--- config.mk ---
export PLATFORM = sky130hd
export DESIGN_NAME = smc_device_flat
export DESIGN_NICKNAME = d
export VERILOG_FILES = /design/src/smc_pkg.sv /design/src/smc_if.sv /design/src/smc_device.sv /design/src/flat_wrapper.sv
export SDC_FILE = /design/constraint.sdc
export NUM_CORES = 1
export LEC_CHECK = 0
export BUFFER_PORTS_ARGS = -buffer_cell sky130_fd_sc_hd__buf_2
export CORE_UTILIZATION = 36
export CTS_CLUSTER_SIZE = 20
export DETAILED_ROUTE_END_ITERATION = 10
export PLACE_DENSITY = 0.6
export SYNTH_ARGS = -nofsm -noshare
export SYNTH_HDL_FRONTEND = slang
export SYNTH_SLANG_ARGS = --single-unit
--- constraint.sdc ---
create_clock -name i_clock -period 5.45 [get_ports i_clock]
set_input_delay 0.8175 -clock i_clock [delete_from_list [all_inputs] [get_ports i_clock]]
set_output_delay 0.8175 -clock i_clock [all_outputs]
set_load 0.01 [all_outputs]
--- src/smc_pkg.sv ---
// Constants, types and field layout for the sleep-mode controller.
// Assumes one 20 MHz clock and a synchronous active-high reset.
//
// Summary of operation
// Sleep needs sleep_allow set, then halt.
// Select 00 Idle, 01/11 Power-down, 10 Standby.
// Interrupt wakes; four hold cycles, then resume.
// Register file and SRAM kept across sleep.
// Reset during sleep restarts from reset vector.
// Idle stops only CPU and flash clocks.
// Idle wakes on any enabled interrupt.
// comparator_off in Idle removes comparator wake.
// Power-down stops oscillator; async detectors run.
// Power-down wakes on listed sources only.
// Power-down runs asynchronous modules only.
// Level wake source holds until recognised.
// Power-down wake delay from clock_source_fuses.
// Standby keeps oscillator; wakes in six cycles. Here osc_en is off while waking in DEV_START.
// Standby only with crystal clock source.
// Set sleep_allow before halt, clear after.
// Deep sleep disables comparator; reference may stay.
// Enabled brown-out detector stays on in sleep.
// Enabled watchdog keeps running in sleep.
// Reference on only when needed; start-up delay.
// No I/O clock: input buffers off, except wake.
// input_buffer_disable bits turn buffers off.
// Halt without sleep_allow just continues.
package smc_pkg;
	// ==========================================================
	// Device register layout.
	localparam logic       SEL_MCU_CONTROL = 1'b0;
	localparam logic       SEL_INPUT_BUF   = 1'b1;
	localparam int         BIT_SELECT_HI   = 6;
	localparam int         BIT_SLEEP_ALLOW = 5;
	localparam int         BIT_SELECT_LO   = 4;
	localparam logic [7:0] MCU_CONTROL_RST = 8'h00;
	localparam logic [7:0] INPUT_BUF_RST   = 8'h00;
	localparam logic [2:0] BOD_FUSES_OFF   = 3'h7;
	localparam logic [3:0] FUSE_EXT_CLOCK  = 4'h0;
	localparam logic [3:0] FUSE_LOW_OSC    = 4'h6;
	localparam int         IDLE_IRQ_W      = 4;
	// ==========================================================
	// Timing.
	localparam int          CLOCK_HZ       = 20_000_000;
	localparam logic [15:0] WAKE_HOLD_CYC  = 16'h0004;
	localparam logic [15:0] STANDBY_CYC    = 16'h0006;
	localparam logic [15:0] PD_EXT_CYC     = 16'h0006;
	localparam logic [15:0] PD_XTAL_CYC    = 16'h0400;
	localparam int          REF_START_NS   = 40_000;
	localparam logic [15:0] REF_START_CYC  =
		16'((REF_START_NS * (CLOCK_HZ / 1_000_000) + 999) / 1000);
	// ==========================================================
	// Host register map (word offsets on AHB-Lite).
	localparam logic [7:0] OFS_CMD     = 8'h00;
	localparam logic [7:0] OFS_STATUS  = 8'h04;
	localparam logic [7:0] OFS_WAKE    = 8'h08;
	localparam logic [7:0] OFS_IBD     = 8'h0C;
	localparam logic [7:0] OFS_DEV_CTL = 8'h10;
	localparam int         CMD_GO_BIT  = 31;
	localparam logic [1:0] WOKE_NONE   = 2'h1;
	localparam logic [1:0] WOKE_IRQ    = 2'h2;
	localparam logic [1:0] WOKE_RESET  = 2'h3;
	typedef enum logic [1:0] {
		MODE_IDLE, MODE_PDOWN, MODE_STANDBY
	} smc_mode_t;
	typedef enum {DEV_ACTIVE, DEV_SLEEP, DEV_START, DEV_HOLD} smc_dev_state_t;
	typedef enum {H_IDLE, H_ARM, H_HALT, H_WAIT, H_CLEAR} smc_host_state_t;
endpackage

--- src/smc_if.sv ---
// Link between the sleep controller and the CPU side.
// Assumes both ends run on the same clock.
interface smc_if;
	logic                 wr_en;      // Register write pulse.
	logic                 wr_sel;     // Register select.
	logic [7:0]           wr_data;    // Write data.
	logic [7:0]           rd_ctl;     // mcu_control contents.
	logic [7:0]           rd_ibd;     // input_buffer_disable contents.
	logic                 halt;       // Halt instruction pulse.
	logic                 halt_done;  // Halt completed without sleep.
	logic                 irq_resume; // Woken by interrupt, run handler.
	logic                 reset_wake; // Woken by reset, go to vector.
	logic                 asleep;     // Sleeping or waking.
	logic [3:0]           irq_idle;   // Other enabled interrupt levels.
	logic                 ext0_level; // Level interrupt on ext_irq_zero.
	logic                 pin_change; // Pin-change interrupt.
	logic                 usi_start;  // Serial start-condition interrupt.
	logic                 cmp_irq;    // Comparator interrupt.
	logic                 rst_req;    // Any reset source active.
	modport dev (
		input  wr_en, wr_sel, wr_data, halt, irq_idle, ext0_level,
		input  pin_change, usi_start, cmp_irq, rst_req,
		output rd_ctl, rd_ibd, halt_done, irq_resume, reset_wake, asleep
	);
	modport cpu (
		output wr_en, wr_sel, wr_data, halt, irq_idle, ext0_level,
		output pin_change, usi_start, cmp_irq, rst_req,
		input  rd_ctl, rd_ibd, halt_done, irq_resume, reset_wake, asleep
	);
endinterface

--- src/smc_device.sv ---
// Sleep-mode controller: the device end of the link.
// Assumes the CPU side pulses halt for one cycle per halt instruction.
module smc_device
	import smc_pkg::*;
(
	input  wire logic       i_clock,                // System clock.
	input  wire logic       i_srst,                 // Synchronous reset.
	smc_if.dev              link,                   // CPU-side link.
	input  wire logic [3:0] i_clock_source_fuses,   // Clock source fuses.
	input  wire logic [2:0] i_brownout_level_fuses, // Brown-out fuses.
	input  wire logic       i_xtal_selected,        // Crystal clock option.
	input  wire logic       i_comparator_off,       // Comparator disable bit.
	input  wire logic       i_comparator_uses_ref,  // Comparator on reference.
	input  wire logic       i_watchdog_enable,      // Watchdog enabled.
	input  wire logic [7:0] i_wake_pin_mask,        // Pins needed for wake.
	output logic            o_cpu_clk_en,           // CPU clock gate.
	output logic            o_flash_clk_en,         // Flash clock gate.
	output logic            o_io_clk_en,            // I/O clock gate.
	output logic            o_osc_en,               // Oscillator enable.
	output logic            o_comparator_en,        // Comparator power.
	output logic            o_bod_en,               // Brown-out detector on.
	output logic            o_ref_en,               // Reference enable.
	output logic            o_ref_ready,            // Reference settled.
	output logic            o_watchdog_run,         // Watchdog running.
	output logic [7:0]      o_input_buf_en          // Digital input buffers.
);
	// ==========================================================
	// Registers and state.
	logic [7:0]     ctl_q;
	logic [7:0]     ibd_q;
	smc_dev_state_t state_q;
	smc_mode_t      mode_q;
	logic [15:0]    cnt_q;
	logic [15:0]    ref_cnt_q;
	logic           ref_en_q;
	logic           done_q;
	logic           resume_q;
	logic           rstw_q;
	smc_mode_t      sel_mode;
	logic           cmp_on;
	logic           wake_idle;
	logic           wake_deep;
	logic           ref_need;
	logic [15:0]    pd_cyc;

	assign link.rd_ctl     = ctl_q;
	assign link.rd_ibd     = ibd_q;
	assign link.halt_done  = done_q;
	assign link.irq_resume = resume_q;
	assign link.reset_wake = rstw_q;
	assign link.asleep     = (state_q != DEV_ACTIVE);

	// Decode the mode; 10 falls back to Power-down without a crystal.
	always_comb begin
		unique case ({ctl_q[BIT_SELECT_HI], ctl_q[BIT_SELECT_LO]})
			2'b00: sel_mode = MODE_IDLE;
			2'b10: sel_mode = i_xtal_selected ? MODE_STANDBY : MODE_PDOWN;
			default: sel_mode = MODE_PDOWN;
		endcase
	end

	// Power-down restart delay follows the clock source selection.
	assign pd_cyc = (i_clock_source_fuses == FUSE_EXT_CLOCK ||
		i_clock_source_fuses == FUSE_LOW_OSC) ? PD_EXT_CYC : PD_XTAL_CYC;

	// Comparator is powered only in active or Idle and not switched off.
	assign cmp_on = !i_comparator_off &&
		(state_q == DEV_ACTIVE || mode_q == MODE_IDLE);

	// Idle accepts every enabled interrupt; deep modes only async ones.
	assign wake_idle = (|link.irq_idle) || link.ext0_level || link.pin_change ||
		link.usi_start || (link.cmp_irq && cmp_on);
	assign wake_deep = link.ext0_level || link.pin_change || link.usi_start;

	// ==========================================================
	// Software-visible registers; a reset source clears them.
	always_ff @(posedge i_clock) begin
		if (i_srst || link.rst_req) begin
			ctl_q <= MCU_CONTROL_RST;
			ibd_q <= INPUT_BUF_RST;
		end else if (link.wr_en) begin
			if (link.wr_sel == SEL_INPUT_BUF) begin
				ibd_q <= link.wr_data;
			end else begin
				ctl_q <= link.wr_data;
			end
		end
	end

	// ==========================================================
	// Sleep sequencer; CPU state is never touched so memories persist.
	always_ff @(posedge i_clock) begin
		if (i_srst) begin
			state_q <= DEV_ACTIVE;
			mode_q  <= MODE_IDLE;
			cnt_q   <= 16'h0000;
		end else if (link.rst_req) begin
			state_q <= DEV_ACTIVE;
		end else begin
			unique case (state_q)
				DEV_ACTIVE: begin
					if (link.halt && ctl_q[BIT_SLEEP_ALLOW]) begin
						state_q <= DEV_SLEEP;
						mode_q  <= sel_mode;
					end
				end
				DEV_SLEEP: begin
					if (mode_q == MODE_IDLE && wake_idle) begin
						state_q <= DEV_HOLD;
						cnt_q   <= WAKE_HOLD_CYC - 16'h0001;
					end else if (mode_q != MODE_IDLE && wake_deep) begin
						state_q <= DEV_START;
						cnt_q   <= (mode_q == MODE_STANDBY) ?
							STANDBY_CYC - 16'h0001 : pd_cyc - 16'h0001;
					end
				end
				DEV_START: begin
					if (cnt_q == 16'h0000) begin
						state_q <= DEV_HOLD;
						cnt_q   <= WAKE_HOLD_CYC - 16'h0001;
					end else begin
						cnt_q <= cnt_q - 16'h0001;
					end
				end
				DEV_HOLD: begin
					if (cnt_q == 16'h0000) begin
						state_q <= DEV_ACTIVE;
					end else begin
						cnt_q <= cnt_q - 16'h0001;
					end
				end
			endcase
		end
	end

	// Completion pulses back to the CPU side.
	always_ff @(posedge i_clock) begin
		if (i_srst) begin
			done_q   <= 1'b0;
			resume_q <= 1'b0;
			rstw_q   <= 1'b0;
		end else begin
			done_q   <= !link.rst_req && state_q == DEV_ACTIVE &&
				link.halt && !ctl_q[BIT_SLEEP_ALLOW];
			resume_q <= !link.rst_req && state_q == DEV_HOLD &&
				cnt_q == 16'h0000;
			rstw_q   <= link.rst_req && state_q != DEV_ACTIVE;
		end
	end

	// ==========================================================
	// Clock gates, comparator and input buffers follow the sleeping mode; brown-out and watchdog follow their inputs.
	always_ff @(posedge i_clock) begin
		if (i_srst) begin
			o_cpu_clk_en    <= 1'b1;
			o_flash_clk_en  <= 1'b1;
			o_io_clk_en     <= 1'b1;
			o_osc_en        <= 1'b1;
			o_comparator_en <= 1'b0;
			o_bod_en        <= 1'b0;
			o_watchdog_run  <= 1'b0;
			o_input_buf_en  <= 8'h00;
		end else begin
			o_cpu_clk_en    <= (state_q == DEV_ACTIVE);
			o_flash_clk_en  <= (state_q == DEV_ACTIVE);
			o_io_clk_en     <= (state_q == DEV_ACTIVE ||
				mode_q == MODE_IDLE);
			o_osc_en        <= (state_q == DEV_ACTIVE) ||
				(state_q == DEV_SLEEP && mode_q != MODE_PDOWN) ||
				(state_q == DEV_HOLD);
			o_comparator_en <= cmp_on;
			o_bod_en        <= (i_brownout_level_fuses != BOD_FUSES_OFF);
			o_watchdog_run  <= i_watchdog_enable;
			if (state_q == DEV_ACTIVE || mode_q == MODE_IDLE) begin
				o_input_buf_en <= ~ibd_q;
			end else begin
				o_input_buf_en <= ~ibd_q & i_wake_pin_mask;
			end
		end
	end

	// ==========================================================
	// Reference runs for the detector or a comparator that uses it.
	assign ref_need = (i_brownout_level_fuses != BOD_FUSES_OFF) ||
		(!i_comparator_off && i_comparator_uses_ref);
	assign o_ref_en = ref_en_q;

	// Count the settling time after each switch-on.
	always_ff @(posedge i_clock) begin
		if (i_srst) begin
			ref_en_q    <= 1'b0;
			ref_cnt_q   <= 16'h0000;
			o_ref_ready <= 1'b0;
		end else begin
			ref_en_q <= ref_need;
			if (!ref_en_q) begin
				ref_cnt_q   <= REF_START_CYC;
				o_ref_ready <= 1'b0;
			end else if (ref_cnt_q != 16'h0000) begin
				ref_cnt_q <= ref_cnt_q - 16'h0001;
			end else begin
				o_ref_ready <= 1'b1;
			end
		end
	end
endmodule

--- src/flat_wrapper.sv ---
// flat-port wrapper written by rule: the top's interface ports become plain ports
module smc_device_flat import smc_pkg::*;
  (i_clock, i_srst, i_clock_source_fuses, i_brownout_level_fuses, i_xtal_selected, i_comparator_off, i_comparator_uses_ref, i_watchdog_enable, i_wake_pin_mask, o_cpu_clk_en, o_flash_clk_en, o_io_clk_en, o_osc_en, o_comparator_en, o_bod_en, o_ref_en, o_ref_ready, o_watchdog_run, o_input_buf_en, link_wr_en, link_wr_sel, link_wr_data, link_halt, link_irq_idle, link_ext0_level, link_pin_change, link_usi_start, link_cmp_irq, link_rst_req, link_rd_ctl, link_rd_ibd, link_halt_done, link_irq_resume, link_reset_wake, link_asleep);
  smc_if link_i ();
  input  wire logic i_clock;
  input  wire logic i_srst;
  input  wire logic [3:0] i_clock_source_fuses;
  input  wire logic [2:0] i_brownout_level_fuses;
  input  wire logic i_xtal_selected;
  input  wire logic i_comparator_off;
  input  wire logic i_comparator_uses_ref;
  input  wire logic i_watchdog_enable;
  input  wire logic [7:0] i_wake_pin_mask;
  output logic o_cpu_clk_en;
  output logic o_flash_clk_en;
  output logic o_io_clk_en;
  output logic o_osc_en;
  output logic o_comparator_en;
  output logic o_bod_en;
  output logic o_ref_en;
  output logic o_ref_ready;
  output logic o_watchdog_run;
  output logic [7:0] o_input_buf_en;
  input wire logic [$bits(link_i.wr_en)-1:0] link_wr_en;
  input wire logic [$bits(link_i.wr_sel)-1:0] link_wr_sel;
  input wire logic [$bits(link_i.wr_data)-1:0] link_wr_data;
  input wire logic [$bits(link_i.halt)-1:0] link_halt;
  input wire logic [$bits(link_i.irq_idle)-1:0] link_irq_idle;
  input wire logic [$bits(link_i.ext0_level)-1:0] link_ext0_level;
  input wire logic [$bits(link_i.pin_change)-1:0] link_pin_change;
  input wire logic [$bits(link_i.usi_start)-1:0] link_usi_start;
  input wire logic [$bits(link_i.cmp_irq)-1:0] link_cmp_irq;
  input wire logic [$bits(link_i.rst_req)-1:0] link_rst_req;
  output wire logic [$bits(link_i.rd_ctl)-1:0] link_rd_ctl;
  output wire logic [$bits(link_i.rd_ibd)-1:0] link_rd_ibd;
  output wire logic [$bits(link_i.halt_done)-1:0] link_halt_done;
  output wire logic [$bits(link_i.irq_resume)-1:0] link_irq_resume;
  output wire logic [$bits(link_i.reset_wake)-1:0] link_reset_wake;
  output wire logic [$bits(link_i.asleep)-1:0] link_asleep;
  assign link_i.wr_en = link_wr_en;
  assign link_i.wr_sel = link_wr_sel;
  assign link_i.wr_data = link_wr_data;
  assign link_i.halt = link_halt;
  assign link_i.irq_idle = link_irq_idle;
  assign link_i.ext0_level = link_ext0_level;
  assign link_i.pin_change = link_pin_change;
  assign link_i.usi_start = link_usi_start;
  assign link_i.cmp_irq = link_cmp_irq;
  assign link_i.rst_req = link_rst_req;
  assign link_rd_ctl = link_i.rd_ctl;
  assign link_rd_ibd = link_i.rd_ibd;
  assign link_halt_done = link_i.halt_done;
  assign link_irq_resume = link_i.irq_resume;
  assign link_reset_wake = link_i.reset_wake;
  assign link_asleep = link_i.asleep;
  smc_device u_core (.i_clock(i_clock), .i_srst(i_srst), .link(link_i), .i_clock_source_fuses(i_clock_source_fuses), .i_brownout_level_fuses(i_brownout_level_fuses), .i_xtal_selected(i_xtal_selected), .i_comparator_off(i_comparator_off), .i_comparator_uses_ref(i_comparator_uses_ref), .i_watchdog_enable(i_watchdog_enable), .i_wake_pin_mask(i_wake_pin_mask), .o_cpu_clk_en(o_cpu_clk_en), .o_flash_clk_en(o_flash_clk_en), .o_io_clk_en(o_io_clk_en), .o_osc_en(o_osc_en), .o_comparator_en(o_comparator_en), .o_bod_en(o_bod_en), .o_ref_en(o_ref_en), .o_ref_ready(o_ref_ready), .o_watchdog_run(o_watchdog_run), .o_input_buf_en(o_input_buf_en));
endmodule
==> impl_metrics.prom <==
# TYPE chip_impl_metric gauge
chip_impl_metric{name="number_of_setup_violations_in_the_final_report",unit=""} 0
chip_impl_info{name="hp-class",value="reg -> reg"} 1
chip_impl_metric{name="final_design_area_no_fill",unit="um^2"} 3810
chip_impl_metric{name="finalClockSkew",unit="ns"} 0.00666
chip_impl_metric{name="detailed_place.area",unit="um^2"} 3610
chip_impl_metric{name="synth.yosys.seq_area_share",unit=""} 0.452
chip_impl_metric{name="combPwrFrac",unit=""} 0.168
chip_impl_metric{name="synthXorXnorAreaFrac",unit=""} 0.0529
chip_impl_metric{name="vdd.ir_drop.worst",unit="uV"} 171
chip_impl_metric{name="synth.mux.area_fraction",unit=""} 0.0286
chip_impl_metric{name="crit_required",unit="ns"} 5.67
chip_impl_info{name="ys_top_cells_by_count",value="sky130_fd_sc_hd__dfxtp_1 (71), sky130_fd_sc_hd__nor2_1 (53), sky130_fd_sc_hd__nor3_1 (28), sky130_fd_sc_hd__a21oi_1 (26), sky130_fd_sc_hd__nand2_1 (18)"} 1
chip_impl_metric{name="worst-endpoint-arrival",unit="ns"} 2.82
chip_impl_metric{name="die_area",unit="um^2"} 9120
chip_impl_metric{name="die_h",unit="um"} 95.5
chip_impl_info{name="status",value="finished, final reports clean"} 1
chip_impl_metric{name="timing.max_slew.rel_slack",unit=""} 0.401
chip_impl_metric{name="final_critical_path_setup_slack",unit="ns"} 2.85
chip_impl_metric{name="tightest_slew",unit="ns"} 0.897
chip_impl_metric{name="place.port_buffers",unit=""} 77
chip_impl_metric{name="hold_ws",unit="ns"} 0.447
chip_impl_metric{name="grt_remaining_overflow",unit=""} 0
chip_impl_metric{name="start_util",unit=""} 0.377
chip_impl_metric{name="gpl.final_weighted_congestion",unit=""} 0.858
chip_impl_metric{name="post_synth.cell_area_avg",unit="um^2"} 8.77
chip_impl_info{name="rsz0062_at_grt",value="false"} 1
chip_impl_metric{name="synth.top_cell.area_share",unit=""} 0.452
chip_impl_metric{name="placementRows",unit=""} 33
chip_impl_info{name="synth_ff_type",value="sky130_fd_sc_hd__dfxtp_1"} 1
chip_impl_metric{name="cts-resized-gates",unit=""} 0
chip_impl_metric{name="num_vias",unit=""} 2801
chip_impl_metric{name="floorplan.io_pins",unit=""} 78
chip_impl_metric{name="num-fill-cells",unit=""} 852
chip_impl_metric{name="power_frac_seq",unit=""} 0.470
chip_impl_metric{name="p_leak",unit="nW"} 1.54
chip_impl_metric{name="routedWlPerCell",unit="um"} 13.7
chip_impl_metric{name="post_cts_buffers",unit=""} 0
chip_impl_metric{name="final_layout_size_suffix_gt1_frac",unit=""} 0.237
chip_impl_metric{name="cts-buffers-inserted",unit=""} 9
chip_impl_metric{name="clock_power_share",unit=""} 0.362
chip_impl_metric{name="synthAdderAreaFrac",unit=""} 0.0239
chip_impl_metric{name="synth.lib_cells_used.distinct",unit=""} 50
chip_impl_metric{name="area.sequential",unit="um^2"} 1420
chip_impl_metric{name="power.total",unit="mW"} 1.21
chip_impl_metric{name="via_per_inst",unit=""} 5.16
chip_impl_metric{name="antenna-diode-count",unit=""} 0
chip_impl_metric{name="clock_latency",unit="ns"} 0.34
chip_impl_metric{name="synth_register_bits",unit=""} 71
chip_impl_metric{name="async_reset_ff_frac",unit=""} 0
chip_impl_metric{name="timing.max_cap.violations",unit=""} 0
chip_impl_metric{name="initial_antenna_violation_count",unit=""} 0
chip_impl_info{name="combinational_family_with_the_most_area_after_synthesis",value="simple AND/OR/NAND/NOR gates"} 1
chip_impl_metric{name="fmax",unit="GHz"} 0.384
chip_impl_metric{name="area_growth_from_synthesis_to_layout",unit="%"} 21.2
chip_impl_metric{name="synthCells",unit=""} 359
chip_impl_metric{name="grt_max_degree",unit=""} 40
chip_impl_info{name="synth_area_leaders",value="sky130_fd_sc_hd__dfxtp_1 (45%), sky130_fd_sc_hd__nor2_1 (6.3%), sky130_fd_sc_hd__nor3_1 (4.5%)"} 1
chip_impl_metric{name="final.min_clock_period",unit="ns"} 2.60
chip_impl_metric{name="p_per_area",unit="nW/um^2"} 317
chip_impl_metric{name="power_switching_share",unit=""} 0.275
chip_impl_metric{name="synth_area",unit="um^2"} 3150
chip_impl_info{name="post-synth-top-area-cell",value="sky130_fd_sc_hd__dfxtp_1"} 1
chip_impl_metric{name="synth_compound_gate_area_share",unit=""} 0.137
chip_impl_metric{name="finish.net_count",unit=""} 480
chip_impl_metric{name="floorplan.die.width",unit="um"} 95.5
chip_impl_metric{name="grt_first_pass_wirelength",unit="um"} 12200
chip_impl_metric{name="ctsLongestPathBuffers",unit=""} 2
chip_impl_metric{name="synth.yosys.warnings",unit=""} 0
chip_impl_metric{name="synth-edff-count",unit=""} 0
chip_impl_metric{name="power.switching",unit="mW"} 0.332
chip_impl_info{name="ctsRootBufferMaster",value="sky130_fd_sc_hd__clkbuf_8"} 1
chip_impl_info{name="clock_tree_from_tritoncts",value="built"} 1
chip_impl_metric{name="clkTransAtPathRegs",unit="ns"} 0.08
chip_impl_metric{name="share_of_the_clock_period_used_by_the_worst_path",unit=""} 0.478
chip_impl_metric{name="post_synth_and_or_nand_nor_area_fraction",unit=""} 0.269
chip_impl_metric{name="via_count_of_the_first_global_routing_pass",unit=""} 2564
chip_impl_metric{name="post-dp-hpwl",unit="um"} 5450
chip_impl_metric{name="place_worst_setup_slack",unit="ns"} 2.69
chip_impl_info{name="setup.worst_path.end_class",value="flop"} 1
chip_impl_metric{name="firstDrtPassIters",unit=""} 4
chip_impl_info{name="critical_path.startpoint_type",value="flop"} 1
chip_impl_metric{name="drt-total-wl",unit="um"} 7450
chip_impl_metric{name="internal_power",unit="mW"} 0.876
chip_impl_info{name="synth.most_common_cell",value="sky130_fd_sc_hd__dfxtp_1"} 1
chip_impl_info{name="class_of_the_most_critical_setup_path",value="reg -> reg"} 1
chip_impl_metric{name="synthesis.nets",unit=""} 406
chip_impl_metric{name="final.setup.tns",unit="ns"} 0
chip_impl_metric{name="antenna_violating_nets_post_route",unit=""} 0
chip_impl_metric{name="post-route-drc-count",unit=""} 0
chip_impl_metric{name="core_area",unit="um^2"} 8340
chip_impl_metric{name="groute.usage.overall",unit=""} 0.172
chip_impl_metric{name="multiInputGateArea",unit="um^2"} 1610
chip_impl_metric{name="cts.htree.levels",unit=""} 3
chip_impl_metric{name="drv_slew",unit=""} 0
chip_impl_metric{name="numClockSinks",unit=""} 71
chip_impl_metric{name="timing.final.hold_violations",unit=""} 0
chip_impl_metric{name="cts-hold-fix-buffers",unit=""} 0
chip_impl_metric{name="max_fo_critical_path",unit=""} 6
chip_impl_metric{name="first_iter_violations",unit=""} 151
==> sequential cells by signal, summed over array words and instances (netlist names), 2 cells and up <==
name                   cells
u_core.state_q             2
u_core.mode_q              2
u_core.link.rd_ibd         8
u_core.link.rd_ctl         8
u_core.o_input_buf_en      8
u_core.cnt_q              16
u_core.ref_cnt_q          16
==> cell families (layout without fill, tap and decap cells) <==
group / count (synthesis) / count (layout)
fa+ha+maj: 6 / 6
mux: 9 / 9
simple gates: 160 / 160
compound gates: 64 / 64
flops: 71 / 71
buf+inv: 30 / 109
xor+xnor: 19 / 19
==> per-layer routing <==
layer	vias to the layer above	track usage	routed length (um)
met4	0	0.0361	52
met3	6	0.0598	408
met1	1305	0.228	3560
met2	72	0.271	3430
met5	-	0	0
li1	1418	-	-
==> per-stage QoR <==
step	utilization	std cells
final	0.457	543
after global routing	0.457	543
after CTS	0.457	543
after detailed placement	0.432	527
after global placement	0.432	527
after floorplan	-	359
==> layout by cell type, fill, tap and decap left out, drive strengths merged, types with 5 or more instances in the layout <==
| master | count |
|---|---|
| buf | 77 |
| dfxtp | 71 |
| nor2 | 53 |
| nor3 | 28 |
| a21oi | 26 |
| nand2 | 18 |
| inv | 16 |
| nand3 | 11 |
| clkbuf | 11 |
| xor2 | 10 |
| xnor2 | 9 |
| mux2i | 9 |
| o21ai | 9 |
| nand2b | 8 |
| or3 | 7 |
| nor4 | 7 |
| ha | 6 |
| or4 | 6 |
| nand4 | 5 |
| nand3b | 5 |
==> worst max-delay path, cell delays in order, from the launching register on <==
cell	delay (ns)
sky130_fd_sc_hd__dfxtp_1	0.35
sky130_fd_sc_hd__inv_1	0.09
sky130_fd_sc_hd__ha_1	0.20
sky130_fd_sc_hd__or4b_1	0.60
sky130_fd_sc_hd__nor4_4	0.32
sky130_fd_sc_hd__nor2_1	0.14
sky130_fd_sc_hd__a211o_1	0.36
sky130_fd_sc_hd__a2111oi_4	0.34
sky130_fd_sc_hd__a211oi_2	0.07
==> power groups by stage <==
stage          Sequential [mW]  Clock, mW  Combinational, mW
6_report                 0.568      0.438              0.203
5_1_grt                  0.573      0.473              0.228
4_1_cts                  0.568      0.451              0.205
3_5_place_dp             0.579          0              0.202
3_3_place_gp             0.579          0              0.200
2_1_floorplan            0.581          0              0.152
==> worst paths after layout <==
check	startpoint	end	slack (ns)	cells past startpoint
setup / recovery	u_core.cnt_q[0]$_SDFFE_PP0P_	u_core.state_q[0]$_SDFFE_PP0P_	2.85	8
hold / removal	u_core.link.rd_ibd[0]$_SDFFE_PP0P_	u_core.o_input_buf_en[0]$_SDFF_PP0_	0.45	1
setup reg to reg	u_core.cnt_q[0]$_SDFFE_PP0P_	u_core.state_q[0]$_SDFFE_PP0P_	2.85	8
hold reg to reg	u_core.link.rd_ibd[0]$_SDFFE_PP0P_	u_core.o_input_buf_en[0]$_SDFF_PP0_	0.45	1
==> layout make-up <==
class,instances,share of cell area
Tap cell,105,0.0344
Clock inverter,5,0.0148
Timing Repair Buffer,77,0.101
Multi-Input combinational cell,258,0.422
Sequential cell,71,0.373
Clock buffer,11,0.0397
Inverter,16,0.0157
(Power assumes the default switching activity.)
